`src/include/acs_pkg.sv`:
```
// Package for the channel and setup configuration register bank.
// Assumes a 32-bit APB master on pclk; registers are word aligned.
package acs_pkg;

	////////////////////////////////////////////////////////////////////////
	// Register indices; printed offsets are not all multiples of four
	localparam logic [7:0]  CHAN_IDX_FIRST  = 8'h10;
	localparam logic [7:0]  SETUP_IDX_FIRST = 8'h20;
	localparam logic [7:0]  SETUP_IDX_LAST  = 8'h27;
	localparam logic [7:0]  ROUTE_IDX       = 8'h40;
	localparam int          NUM_CHAN        = 16;
	localparam int          NUM_SETUP       = 8;

	////////////////////////////////////////////////////////////////////////
	// Reset values
	localparam logic [15:0] SETUP_RESET     = 16'h1000;
	localparam logic [15:0] CHAN0_RESET     = 16'h8001;
	localparam logic [15:0] CHANX_RESET     = 16'h0001;

	////////////////////////////////////////////////////////////////////////
	// Field positions
	localparam logic [15:0] SETUP_WR_MASK   = 16'h1F30;
	localparam logic [15:0] CHAN_WR_MASK    = 16'hF3FF;
	localparam int          CODING_BIT      = 12;
	localparam int          REFP_BIT        = 11;
	localparam int          REFN_BIT        = 10;
	localparam int          INBUF_LSB       = 8;
	localparam int          REFSEL_LSB      = 4;
	localparam int          SETIDX_LSB      = 12;
	localparam int          PAIR_LSB        = 0;

	////////////////////////////////////////////////////////////////////////
	// Pin pair codes with a defined routing
	localparam logic [9:0]  PAIR_HV10_COM   = 10'h150;
	localparam logic [9:0]  PAIR_LL11_15    = 10'h16F;
	localparam logic [9:0]  PAIR_LL12_15    = 10'h18F;
	localparam logic [9:0]  PAIR_LL13_15    = 10'h1AF;
	localparam logic [9:0]  PAIR_LL14_15    = 10'h1CF;

	localparam logic [1:0]  INBUF_OFF       = 2'h0;
	localparam logic [1:0]  INBUF_ON        = 2'h3;

	typedef enum logic [1:0] {
		ACS_REF_EXT  = 2'h0,
		ACS_REF_RSVD = 2'h1,
		ACS_REF_INT  = 2'h2,
		ACS_REF_SUP  = 2'h3
	} acs_ref_t;

	typedef enum logic [2:0] {
		ACS_ROUTE_NONE,
		ACS_ROUTE_HV10_COM,
		ACS_ROUTE_LL11_15,
		ACS_ROUTE_LL12_15,
		ACS_ROUTE_LL13_15,
		ACS_ROUTE_LL14_15
	} acs_route_t;

	// Analog controls for the setup of the channel in use
	typedef struct packed {
		logic       bipolar;
		logic       ref_pos_buffer_en;
		logic       ref_neg_buffer_en;
		logic       analog_buffer_en;
		acs_ref_t   reference_source_select;
	} acs_setup_ctl_t;

	typedef struct packed {
		logic [31:0] paddr;
		logic        psel;
		logic        penable;
		logic        pwrite;
		logic [31:0] pwdata;
	} acs_apb_req_t;

	typedef struct packed {
		logic [31:0] prdata;
		logic        pready;
		logic        pslverr;
	} acs_apb_rsp_t;

endpackage : acs_pkg

```
`src/hdl/acs_setup_decode.sv`:
```
// Decoder from a setup register word to its analog controls.
// Assumes the word holds only writable fields; purely combinational.
`timescale 1ns/1ps
module acs_setup_decode (
	input  wire logic [15:0]            setup_word,
	output acs_pkg::acs_setup_ctl_t     ctl
);
	import acs_pkg::*;

	////////////////////////////////////////////////////////////////////////
	// Field split; reserved input buffer codes read as off
	always_comb begin
		ctl.bipolar           = setup_word[CODING_BIT];
		ctl.ref_pos_buffer_en = setup_word[REFP_BIT];
		ctl.ref_neg_buffer_en = setup_word[REFN_BIT];
		ctl.analog_buffer_en  =
			(setup_word[INBUF_LSB +: 2] == INBUF_ON);
		ctl.reference_source_select =
			acs_ref_t'(setup_word[REFSEL_LSB +: 2]);
	end

endmodule : acs_setup_decode

```
`src/hdl/acs_regs.sv`:
```
// Channel and setup configuration register bank behind an APB slave.
// Assumes one clock and a 32-bit APB master; zero wait states.
//
// Chosen here: register access over APB.
`timescale 1ns/1ps
module acs_regs (
	input  wire logic                   pclk,
	input  wire logic                   presetn,
	input  wire logic [31:0]            paddr,
	input  wire logic                   psel,
	input  wire logic                   penable,
	input  wire logic                   pwrite,
	input  wire logic [31:0]            pwdata,
	output logic      [31:0]            prdata,
	output logic                        pready,
	output logic                        pslverr,
	input  wire logic [3:0]             active_channel,
	output acs_pkg::acs_setup_ctl_t     setup_ctl,
	output logic [9:0]                  pin_pair_select,
	output acs_pkg::acs_route_t         route_sel,
	output logic                        ref_internal_needed
);
	import acs_pkg::*;

	////////////////////////////////////////////////////////////////////////
	// Storage
	logic [15:0]    setup_r [NUM_SETUP];
	logic [15:0]    chan_r  [NUM_CHAN];
	logic [31:0]    prdata_nxt;
	logic           hit_nxt;
	logic [15:0]    cur_chan;
	logic [15:0]    cur_setup;
	acs_setup_ctl_t ctl_nxt;
	acs_route_t     route_nxt;
	logic [7:0]     idx;
	logic           wr_en;
	logic           rd_en;

	// Byte address is four times the printed index
	assign idx   = paddr[9:2];
	assign wr_en = psel && penable && pwrite;
	assign rd_en = psel && !penable && !pwrite;

	////////////////////////////////////////////////////////////////////////
	// Pin pair code to routing; unlisted codes leave nothing routed
	function automatic acs_route_t route_of(input logic [9:0] code);
		case (code)
			PAIR_HV10_COM: route_of = ACS_ROUTE_HV10_COM;
			PAIR_LL11_15:  route_of = ACS_ROUTE_LL11_15;
			PAIR_LL12_15:  route_of = ACS_ROUTE_LL12_15;
			PAIR_LL13_15:  route_of = ACS_ROUTE_LL13_15;
			PAIR_LL14_15:  route_of = ACS_ROUTE_LL14_15;
			default:       route_of = ACS_ROUTE_NONE;
		endcase
	endfunction : route_of

	function automatic logic in_setup(input logic [7:0] i);
		in_setup = (i >= SETUP_IDX_FIRST) && (i <= SETUP_IDX_LAST);
	endfunction : in_setup

	function automatic logic in_chan(input logic [7:0] i);
		in_chan = (i >= CHAN_IDX_FIRST) && (i < SETUP_IDX_FIRST);
	endfunction : in_chan

	////////////////////////////////////////////////////////////////////////
	// Setup registers; reserved bits never stored so they read zero
	always_ff @(posedge pclk or negedge presetn) begin
		if (!presetn) begin
			for (int i = 0; i < NUM_SETUP; i++) begin
				setup_r[i] <= SETUP_RESET;
			end
		end else if (wr_en && in_setup(idx)) begin
			setup_r[idx[2:0]] <= pwdata[15:0] & SETUP_WR_MASK;
		end
	end

	////////////////////////////////////////////////////////////////////////
	// Channel registers; bits 11:10 are reserved and masked
	always_ff @(posedge pclk or negedge presetn) begin
		if (!presetn) begin
			chan_r[0] <= CHAN0_RESET;
			for (int i = 1; i < NUM_CHAN; i++) begin
				chan_r[i] <= CHANX_RESET;
			end
		end else if (wr_en && in_chan(idx)) begin
			chan_r[idx[3:0]] <= pwdata[15:0] & CHAN_WR_MASK;
		end
	end

	////////////////////////////////////////////////////////////////////////
	// Read mux, sampled in setup so data stands in the access phase
	always_comb begin
		prdata_nxt = 32'h0000_0000;
		hit_nxt    = 1'b1;
		if (in_setup(idx)) begin
			prdata_nxt[15:0] = setup_r[idx[2:0]];
		end else if (in_chan(idx)) begin
			prdata_nxt[15:0] = chan_r[idx[3:0]];
		end else if (idx == ROUTE_IDX) begin
			prdata_nxt[2:0] = route_sel;
		end else begin
			hit_nxt = 1'b0;
		end
	end

	always_ff @(posedge pclk or negedge presetn) begin
		if (!presetn) begin
			prdata <= 32'h0000_0000;
		end else if (rd_en) begin
			prdata <= prdata_nxt;
		end
	end

	// Ready only in the access phase, with no wait; error flags unmapped access in the access phase
	always_ff @(posedge pclk or negedge presetn) begin
		if (!presetn) begin
			pready  <= 1'b0;
			pslverr <= 1'b0;
		end else begin
			pready  <= psel && !penable;
			pslverr <= psel && !penable && !hit_nxt;
		end
	end

	////////////////////////////////////////////////////////////////////////
	// Controls for the channel being converted; registered outputs
	assign cur_chan  = chan_r[active_channel];
	assign cur_setup = setup_r[cur_chan[SETIDX_LSB +: 3]];
	assign route_nxt = route_of(cur_chan[PAIR_LSB +: 10]);

	acs_setup_decode u_dec (
		.setup_word (cur_setup),
		.ctl        (ctl_nxt)
	);

	always_ff @(posedge pclk or negedge presetn) begin
		if (!presetn) begin
			setup_ctl           <= '0;
			pin_pair_select     <= 10'h000;
			route_sel           <= ACS_ROUTE_NONE;
			ref_internal_needed <= 1'b0;
		end else begin
			setup_ctl       <= ctl_nxt;
			pin_pair_select <= cur_chan[PAIR_LSB +: 10];
			route_sel       <= route_nxt;
			// Host must also turn the reference on in mode register
			ref_internal_needed <=
				(ctl_nxt.reference_source_select == ACS_REF_INT);
		end
	end

endmodule : acs_regs

```
`config.mk`:
```
export PLATFORM = sky130hd
export DESIGN_NAME = acs_regs
export DESIGN_NICKNAME = d
export VERILOG_FILES = /design/src/include/acs_pkg.sv /design/src/hdl/acs_setup_decode.sv /design/src/hdl/acs_regs.sv
export SDC_FILE = /design/constraint.sdc
export NUM_CORES = 1
export LEC_CHECK = 0
export ABC_AREA = 1
export BUFFER_PORTS_ARGS = -buffer_cell sky130_fd_sc_hd__buf_4
export CORE_MARGIN = 2
export CORE_UTILIZATION = 50
export CTS_BUF_LIST = sky130_fd_sc_hd__clkbuf_8 sky130_fd_sc_hd__clkbuf_16
export DETAILED_ROUTE_END_ITERATION = 10
export PLACE_DENSITY = 0.67
export SYNTH_ARGS = -nofsm -noshare
export SYNTH_HDL_FRONTEND = slang
export SYNTH_SLANG_ARGS = --single-unit
```
`constraint.sdc`:
```
create_clock -name pclk -period 2.25 [get_ports pclk]
set_clock_uncertainty 0.15 [all_clocks]
set_input_delay 0.1125 -clock pclk [delete_from_list [all_inputs] [get_ports pclk]]
set_output_delay 0.1125 -clock pclk [all_outputs]
set_load 0.05 [all_outputs]
```
# == Word-level counts from Yosys, hierarchy flattened ==
# Index checks and enable logic that the tools add are counted.
# word_totals
reg_bits,422
out_inout_bits,54
wordCells,97
# op_classes
reduce_logical,14
muxes,26
n_bitwise,4
n_eq_ne,8
magnitude_cmp,10
# ops
op,n
bitwise mux 256 bit,1
binary-select mux 16 bit (select 4 bit),2
bitwise mux 128 bit,1
2-to-1 mux 16 bit,7
binary-select mux 16 bit (select 3 bit),2
demux 16 bit (select 4 bit),1
"== test 10 x 9 -> 1 bit, second input constant",5
demux 16 bit (select 3 bit),1
2-to-1 mux 13 bit,3
2-to-1 mux 15 bit,2
one-hot mux 3 bit (5 select lines),1
logical AND 1 bit,11
"greater-or-equal comparator 5 bit, second input constant",2
NOT 4 -> 5 bit,2
"== test 8 x 7 -> 1 bit, second input constant",1
"greater-or-equal comparator 4 bit, second input constant",2
"greater-or-equal comparator 8 x 5 -> 1 bit, second input constant",1
"greater-or-equal comparator 8 x 6 -> 1 bit, second input constant",1
"less-or-equal comparator 8 x 6 -> 1 bit, second input constant",1
"< comparator 8 x 6 -> 1 bit, second input constant",1
NOT 3 -> 4 bit,2
2-to-1 mux 3 bit,2
"< comparator 5 x 1 -> 1 bit, second input constant",1
"== test 2 bit, second input constant",2
other kinds (3),7

# == Logic depth before layout (Yosys ltp) ==
# Gate-level depths: netlist of the first run.
# depth
word_depth,9
ltp_mapped,15

# == Modules after synthesis ==
# A second synthesis of the first run with hierarchy kept.
# unflattened
hier_cells,2132
area_unflattened_um2,16420.7
# by_module_without_submodules
mod,area_each_um2,n_inst,cells_per_inst
acs_regs,16375.7,1,2125
acs_setup_decode,45.0,1,7

# == Worst setup path before layout of the first run ==
# No wires, ideal clock.
# synth_timing
path_kind,input-to-reg
start,input active_channel[0]
end,register setup_ctl[2] (netlist name)
setup_ns,0.118
n_path_buf,3
t_arrival_ns,1.507
t_required_ns,1.982
path_stages,14
path_slack_ns,0.476
path_cell_list,buf_4 -> inv_4 -> buf_4 -> nand2_1 -> nand3_1 -> nand3_1 -> nand3_2 -> nand2_1 -> buf_4 -> inv_1 -> nand3_1 -> nand3_1 -> nand3_1 -> nand2_1
# synth_lines
element,line,source
from (decl),acs_regs.sv:17,"input wire logic [3:0] active_channel,"
to (signal assigned),acs_regs.sv:143,setup_ctl <= ctl_nxt;
to (decl),acs_regs.sv:18,"output acs_pkg::acs_setup_ctl_t setup_ctl,"

# == Final worst setup path of the first run ==
# layout_timing
start,input paddr[8]
end,register chan_r[36] (netlist name)
# layout_between
elab_chain_cells,3
word_cells_on_any_way,4
cone_classes,order compare: 2; reduce/logical: 2
# layout_lines
element,line,source
from (decl),acs_regs.sv:9,"input wire logic [31:0] paddr,"
greater-or-equal comparator 8 x 5 -> 1 bit or < comparator 8 x 6 -> 1 bit (tied branches),acs_regs.sv:62,in_chan = (i >= CHAN_IDX_FIRST) && (i < SETUP_IDX_FIRST);
logical AND 1 bit (*),acs_regs.sv:62,
logical AND 1 bit (*),acs_regs.sv:85,end else if (wr_en && in_chan(idx)) begin
"to (signal, indexed assignment)",acs_regs.sv:86,chan_r[idx[3:0]] <= pwdata[15:0] & CHAN_WR_MASK;
to (decl),acs_regs.sv:28,logic [15:0] chan_r [NUM_CHAN];
# Every way passes the cells marked *; elsewhere a longest branch is shown, timed or not.
# A chain may end at the register's enable or synchronous reset.

==> results list, run 1 <==
* Status: complete, but fails checks
- Failing checks: hold timing
* Detailed-route via count: roughly 15000
- Before antenna repair, the detailed router went through 6 iterations.
- For the pin with the worst max-slew slack, the measured transition is a little over 0.8 ns.
- The floorplan has 64 rows.
* Crit path max fanout: 28
- The floorplan step defined a die boundary enclosing between 0.03 and 0.04 mm2.
- Summed over all layers, the global routing overflow is 0.
- The later pin in the worst-skew pair is clocked with a latency of between 0.5 and 0.6 ns.
- STA puts the critical path data required time at roughly 2.5 ns.
- Setup total negative slack on the finished layout was measured at 0 ns.
- Headroom to the max-slew limit came out at 44.9%.
- Total power density per cell area: just over 700 mW/mm2
* Post-route clock period utilization: between 90% and 100%
- Global routing used 31.7% of the available tracks.
- Count of pins over their slew limit: 0
- Broken down by cell family, the worst path's largest delay share belongs to buffers and inverters.
- The number of antenna violations at the first check in global routing was 2.
- In the final design database the tool counted approximately 2100 nets.
* Post-synthesis to final-layout area growth: 16.8%
- Area inside the core boundary: between 0.03 and 0.04 mm2
- The number of global-route vias before repair is ~14000.
- Entering global routing, the biggest net connects between 60 and 70 pins.
- Horizontal die dimension: between 150 and 200 um
* Largest area contributor in the netlist: dfrtp_1
- Endpoint kind of the worst setup timing path: flip-flop
- Buffer type at the clock tree root: clkbuf_16
- Across the VDD grid, the largest voltage drop is slightly below 0.4 mV.
- Reg2reg path depth: 11
- Total setup violations reported at the end of the flow: 0
- I/O pin count: ~130
- Setup CP Type: primary input to flip-flop
* Sink count of the clock tree: between 300 and 400
* Commonest cells after routing, fill and taps aside: nand2_1 (499), o21ai_0 (410), dfrtp_1 (293)
* Die span in y: between 150 and 200 um
* Share of Yosys cell area claimed by the top area cell type: 46.7%
* DRC: 0
- The slowest stage of the critical path is the dlygate4sd3_1 cell.
- Startpoint class of the critical path: primary input
- Detailed placement ended at an HPWL of about 31 mm.
- Summing every instance area after synthesis gives approximately 0.016 mm2.
* Min-delay worst type: primary input to asynchronous set/reset pin
- Level count of the clock H-tree: 2
* Count of endpoints failing hold in the final timing report: 4
- First-pass GRT wire length: ~81 mm
- Sum of routed wire length over all layers: about 52 mm
- In the final routed layout, each cell accounts on average for about 21 um.
- Among the stages of the critical path, the cell type that occurs most often is buf_4.
* Number of buffers added for setup after CTS: 0
- Warning count from the yosys run: 0
* Initial DRC count: between 1500 and 2000
- The clock passes through at most 3 buffers.
- Cells with a size suffix above 1 make up around an eighth of the layout.
- Crit. path cell count: 11
- Cell count after synthesis: about 2000
- Initial Util: about half
- After synthesis, the mean cell area works out to around 7.9 um2.
- Clock-pin slew was measured on the worst setup and hold paths at around 0.06 ns.
- Sequential element share of the synthesized area: between 50% and 60%
- WP data arrival: 2.32 ns
* Netlist cell types: 37
* Routed via count divided by cell count: ~6.1
- Max-cap violations in this run came to 0.
- Hold WS: -0.0153 ns
* Clock tree from TritonCTS: built
- Counting I/O delays and the setup requirement, the final critical path takes 2.10 ns.
- For this design the static power due to leakage is between 0.008 and 0.009 uW.
- The number of buffers and inverters on the critical path is 4.
- Counting the buffers created by CTS gives 36.
* Routability Congestion: a little under 0.9
- Overall power after layout: about 13000 uW
- Timing would allow up to approximately 480 MHz.
- Setup repair after global routing left no endpoint under its margin.
- Counting flops and latches in the post-synthesis netlist gives around 320.
- The count of nets left with antenna violations once routing finished came out at 0.
- Buffers placed on the I/O ports in this run total 70.
- Most common cell after layout, fill and taps aside: nand2_1
* Critical Path Max Stage Delay: approximately 0.54 ns
- Main area contributors after synthesis: dfrtp_1 (47%), o21ai_0 (13%), nand2_1 (12%)
- Crit path cell chain: dlygate4sd3_1, buf_4, nor2_1, inv_1, nor3_2, nand4_4, nor2_4, nand2_2, buf_4, nand2_1, o21ai_0
- The repair_antennas step left the layout with diodes totalling 0.
-- through the flow --
| step | worst slack, ns | area, um2 | util (%) | std cells |
|---|---|---|---|---|
| finish | 0.148 | 18400 | 59.7 | 2483 |
| global route | 0.0111 | 18400 | 59.7 | 2483 |
| CTS | 0.193 | 18300 | 59.7 | 2483 |
| detailed placement | 0.146 | 17100 | 55.5 | 2403 |
| global placement | 0.186 | 17100 | 55.5 | 2403 |
| floorplan | 0.476 | 15800 | - | 2004 |
-- layout make-up --
class                      instances  area (um2)
clock buffer                      44        1020
clock inverter                    20         110
fill                            2751       12400
inverter                         101         382
multi-input combinational       1429        6720
sequential                       318        7990
tap                              396         495
timing repair buffer             175        1640
-- cell usage after synthesis --
master	count
or2_2	2
buf_1	8
clkbuf_1	103
dfstp_2	25
nor2_4	2
a41o_1	1
inv_4	1
conb_1	1
o211ai_1	37
inv_1	97
inv_2	1
nor3_2	1
a21oi_1	16
nor4_2	1
buf_4	22
nand3_2	2
nand4_2	1
nand4_1	11
a22oi_1	6
o21ai_1	15
nand3_1	140
o221ai_1	2
nand2_1	503
o21ai_0	410
nor2_2	1
nand2_2	8
o22ai_1	112
nor2_1	134
nor4_4	1
a31oi_1	1
buf_2	23
a41oi_1	1
dfrtp_1	293
nor3_1	3
nor3_4	1
o31ai_1	1
clkinv_1	2
-- repair_timing --
item	4_1_cts	5_1_grt
endpoints found under the hold margin	408	0
gates resized for setup	0	1
hold buffers	16	0
endpoints found under the setup margin	0	2
-- kinds of logic after synthesis --
logic type             count (synthesis)  synth area share, %
AO/OA/AOI/OAI                        602                 20.9
buffers and inverters                257                 6.86
flip-flops                           318                 50.8
other                                  1               0.0239
AND/OR/NAND/NOR                      811                 21.4
-- state kept, by name (all words and copies together), names as in the netlist --
name and count:
setup_ctl 6, ref_internal_needed 1, prdata 16, chan_r 224, setup_r 56, pready 1
pin_pair_select 10, pslverr 1, route_sel 3
-- power by group --
| part | total (uW) | leakage (uW) | switching, uW | internal, uW |
|---|---|---|---|---|
| sequential | 5930 | 0.00431 | 75.6 | 5850 |
| combinational | 1700 | 0.00334 | 1190 | 511 |
| clock | 5640 | 0.000610 | 2330 | 3310 |
-- per-layer routing --
layer	global-route usage, %	routed length, um	up-vias
met5	0	9	-
met4	12.2	1900	2
met3	7.16	5610	152
met1	44.2	21600	7139
li1	-	-	6870
met2	48.5	22600	871
-- path summary, 6_finish.rpt --
path,start,slack (ns),end
min,presetn,-0.02,chan_r[97]$_DFFE_PN0P_
max reg2reg,chan_r[205]$_DFFE_PN0P_,0.34,setup_ctl[4]$_DFF_PN0_
min reg2reg,prdata[2]$_DFFE_PN0P_,0.33,prdata[2]$_DFFE_PN0P_
max,paddr[8],0.15,chan_r[36]$_DFFE_PN0P_
min in group pclk,pwdata[7],0.02,chan_r[135]$_DFFE_PN0P_
max in group asynchronous,presetn,1.13,chan_r[64]$_DFFE_PN1P_
(Power assumes the default switching activity.)
==> inputs of run 2 (changes only) <==
--- a/config.mk
+++ b/config.mk
@@ -5,11 +5,10 @@
 export SDC_FILE = /design/constraint.sdc
 export NUM_CORES = 1
 export LEC_CHECK = 0
-export ABC_AREA = 1
 export BUFFER_PORTS_ARGS = -buffer_cell sky130_fd_sc_hd__buf_4
 export CORE_MARGIN = 2
 export CORE_UTILIZATION = 50
-export CTS_BUF_LIST = sky130_fd_sc_hd__clkbuf_8 sky130_fd_sc_hd__clkbuf_16
+export CTS_BUF_LIST = sky130_fd_sc_hd__clkbuf_2 sky130_fd_sc_hd__clkbuf_4 sky130_fd_sc_hd__clkbuf_8
 export DETAILED_ROUTE_END_ITERATION = 10
 export PLACE_DENSITY = 0.67
 export SYNTH_ARGS = -nofsm -noshare
==> results list, run 2 <==
- Most frequently used flop master after synthesis: dfrtp_1
- The sequential area share after synthesis was 48.9% (-2.0 points).
* Worst-case clock buffer depth: 3 (unchanged)
- Number of maximum-capacitance violations: 0 (unchanged)
- First-pass GRT wire length: 68.3 mm (-16%)
* Average wire length per cell after detail routing: 24.7 um (+19%)
* Cell family with most CP delay: multiplexers
* Vias in the first global route: 11400 (-20%)
- The signal on the critical path passes through mux4_2, mux4_2, buf_12, mux2i_4, a22oi_2, and3_1.
- The power per cell area was 647 mW/mm2 (-10%).
- Initial antenna violation count: 0 (-2)
- The worst hold slack was 0.0828 ns (+0.0981 ns).
- The count of clock tree sinks came to 318 (unchanged).
- STA classifies the critical path startpoint as a flip-flop.
* Sum of routed wire length over all layers: 44.5 mm (-14%)
- Routability Congestion: 0.833 (-4.4%)
* Largest reg by FF count: chan_r
- The static leakage came to 0.00958 uW (+16%).
- I/O pin count: 127 (unchanged)
- The maximum number of pins on one net before global-route repair is 68 (+11%).
- The portion of netlist area occupied by mux cells is 40.7% (+41 points).
* Most used routing layer: met2
- Nets@finish: 1388 (-35%)
* Cell row count: 66 (+3.1%)
- Req. time, crit path: 2.63 ns (+0.17 ns)
- Clock tree from TritonCTS: built
* Count of state elements after synthesis: 318 (unchanged)
- TritonRoute pass-1 iters: 5 (-1)
* Detailed-route via count: 10800 (-28%)
- The largest registers in the layout are chan_r x224, setup_r x56, prdata x16.
* Synthesized-area fraction occupied by ao, oa, aoi and oai cells: 3.02% (-18 points)
- The number of distinct library cells after synthesis was 55 (+49%).
- The final antenna diode count was 0 (unchanged).
- The area fraction of the dominant cell type after synthesis was 44.9% (-1.8 points).
* Total setup violations reported at the end of the flow: 8 (+8)
- Max-slew headroom at the worst pin: 59.1% (+14 points)
* Global-route met1 utilization: 37.2% (-7.1 points)
* Dominant cell type by count on the critical path: mux4_2
- Total routing resource utilization after global routing: 27.0% (-4.7 points)
- The average vias per placed instance is 5.97 (-1.5%).
- The initial core utilization was 50.5% (-0.60 points).
- The worst setup slack after placement was -0.279 ns (-0.425 ns).
- Count of endpoints failing hold in the final timing report: 0 (-4)
* Crit path time final: 2.36 ns (+0.263 ns)
* Top post-synthesis cells by count: dfrtp_1 (293), mux2_2 (291), mux4_2 (124), clkbuf_1 (52), nand2_1 (39)
- The netlist area before placement came to 0.0163 mm2 (+4.0%).
- Status: complete, but fails checks
- Area inside the core boundary: 0.0324 mm2 (+5.3%)
- Count of pins over their slew limit: 0 (unchanged)
* Post-synthesis to final-layout area growth: 24.5%
* Setup CP Type: flip-flop to flip-flop
- Worst voltage drop across the vdd grid: 0.511 mV (+33%)
* Gr ovfl total: 0 (unchanged)
- Commonest cells after routing, fill and taps aside: dfrtp_1 (293), mux2_2 (291), buf_4 (211)
- The final reports fail on setup timing.
* Xor/xnor share of the synthesized area: 0.0536% (+0.054 points)
* Number of flops mapped to enable cells by yosys: 0 (unchanged)
- Share of final-layout standard cells stronger than drive strength 1: 61.0% (+49 points)
- The overall power is 13200 uW (-0.69%).
- The worst setup path is captured at a flip-flop.
- The most common cell in the synthesized netlist is dfrtp_1.
- The largest individual stage delay along the critical path comes from the cell mux4_2.
- The chip height is 185 um (+2.0%).
- The largest stage delay on the critical path was 0.58 ns (+0.04 ns).
* WP data arrival: 2.75 ns (+0.43 ns)
* Largest family of logic cells by synthesized area: multiplexers
- Warning count from the yosys run: 0 (unchanged)
- Initial DRC count: 731 (-59%)
- The clock transition at the register clock pins on the worst setup and hold paths after CTS came to 0.06 ns (about the same).
* Horizontal die dimension: 185 um (+2.0%)
- Cell count after synthesis: 1080 (-46%)
- Synthesized area per cell: 15.1 um2 (+92%)
- The utilization after layout came to 62.9% (+3.2 points).
- Buf/Inv on CP: 1 (-3)
- The flip-flop count of the largest register after layout came to 224 (unchanged).
- HPWL Detailed: 29.8 mm (-4.6%)
* Buffer type at the clock tree root: clkbuf_8
- The source-to-sink clock delay at the later pin of the worst-skew pair was 0.59 ns (+0.06 ns).
- The min-delay analysis places its worst path in the category primary input to flip-flop.
- Transition time at the pin with the least slew margin: 0.611 ns (-0.215 ns)
* Met2 GRT Util: 43.7% (-4.7 points)
- Adder-cell share of the synthesized area: 0% (unchanged)
- The fraction of registers with async set or reset after synthesis came to 100% (unchanged).
- TritonCTS Buffers: 54 (+50%)
- By area the synthesized netlist is led by dfrtp_1 (45%), mux2_2 (20%), mux4_2 (17%).
- Total of buffers placed on input and output ports: 70 (unchanged)
* Antenna violation net count after detailed routing: 0 (unchanged)
- Total negative slack: -0.784 ns (-0.784 ns)
- Most common cell after layout, fill and taps aside: dfrtp_1
- Simple logic cell fraction of the synthesized area: 3.70% (-18 points)
* Smallest setup slack after layout: -0.115 ns (-0.263 ns)
* DRC: 0 (unchanged)
* Crit path max fanout: 12 (-57%)
- M3 GR Usage: 5.49% (-1.7 points)
* Largest area contributor in the netlist: dfrtp_1
- Setup repair after global routing could not meet its margin everywhere.
* Level count of the clock H-tree: 2 (unchanged)
* Post-route clock period utilization: 105% (+12 points)
- The maximum frequency from static timing analysis is 423 MHz (-11%).
* Area of the die: 0.0342 mm2 (+3.9%)
## run 2: changes by cell type after synthesis, sizes merged, moves of 14 or more
cell and delta:
nand2 -472, o21ai -415, mux2 +292, mux4 +133, nand3 -126, nor2 -117, o22ai -106, inv -80
clkbuf -51, o211ai -37, mux2i +33, a21oi -14
## run 2: worst reg2reg max path: cells and delay by family, from the launching register on
family / cells / cell delay [ns]
flops: 1 / 0.39
mux: 3 / 1.23
buf+inv: 1 / 0.20
compound gates: 1 / 0.18
simple gates: 1 / 0.17
## run 2: routing by layer
| metal | part of all wire (%) | wire length [um] |
|---|---|---|
| met4 | 2.7 | 1220 |
| met2 | 48 | 21300 |
| met1 | 43 | 19200 |
| met3 | 6.5 | 2890 |
| met5 | 0 | 0 |
## run 2: worst paths after layout
path / startpoint / end / slack (ns) / depth (start not counted)
max: chan_r[44]$_DFFE_PN0P_ / setup_ctl[0]$_DFF_PN0_ / -0.11 / 6
max reg2reg: chan_r[44]$_DFFE_PN0P_ / setup_ctl[0]$_DFF_PN0_ / -0.11 / 6
min reg2reg: prdata[11]$_DFFE_PN0P_ / prdata[11]$_DFFE_PN0P_ / 0.33 / 2
min in group asynchronous: presetn / setup_r[44]$_DFFE_PN1P_ / 0.53 / 3
min: paddr[4] / prdata[3]$_DFFE_PN0P_ / 0.08 / 4
max in group asynchronous: presetn / chan_r[32]$_DFFE_PN1P_ / 0.98 / 4
## run 2: cell families (layout without fill, tap and decap cells)
logic type	after synthesis	after routing
AOI/OAI and AO/OA	61	61
xor gates and xnor gates	1	1
buffers and inverters	123	388
DFF	318	318
muxes	458	458
other	1	16
and+or+nand+nor	118	118
## run 2: power by group
group          switching [uW]  total [uW]  internal (uW)
sequential               58.9        5880           5820
clock                    2400        6160           3760
combinational             661        1140            479
## run 2: repair_timing
action,4_1_cts,5_1_grt
endpoints found under the hold margin,594,0
setup endpoints to repair,11,26
cloned,0,1
setup buffers,5,7
resized for setup,22,12
pin swaps,12,6
hold buffers,28,0
## run 2: cell type report
| class | count | area (um2) |
|---|---|---|
| fill | 2482 | 12000 |
| timing repair buffer | 268 | 2460 |
| sequential | 318 | 7990 |
| clock buffer | 90 | 1140 |
| clock inverter | 11 | 183 |
| multi-input combinational | 654 | 7960 |
| inverter | 19 | 73.8 |
| tap | 442 | 553 |
## run 2: stage by stage
step | cells | area (um2)
2_1_floorplan | 1095 | 16400
3_3_place_gp | 1661 | 18500
3_5_place_dp | 1661 | 18500
4_1_cts | 1795 | 20200
5_1_grt | 1802 | 20400
6_report | 1802 | 20400
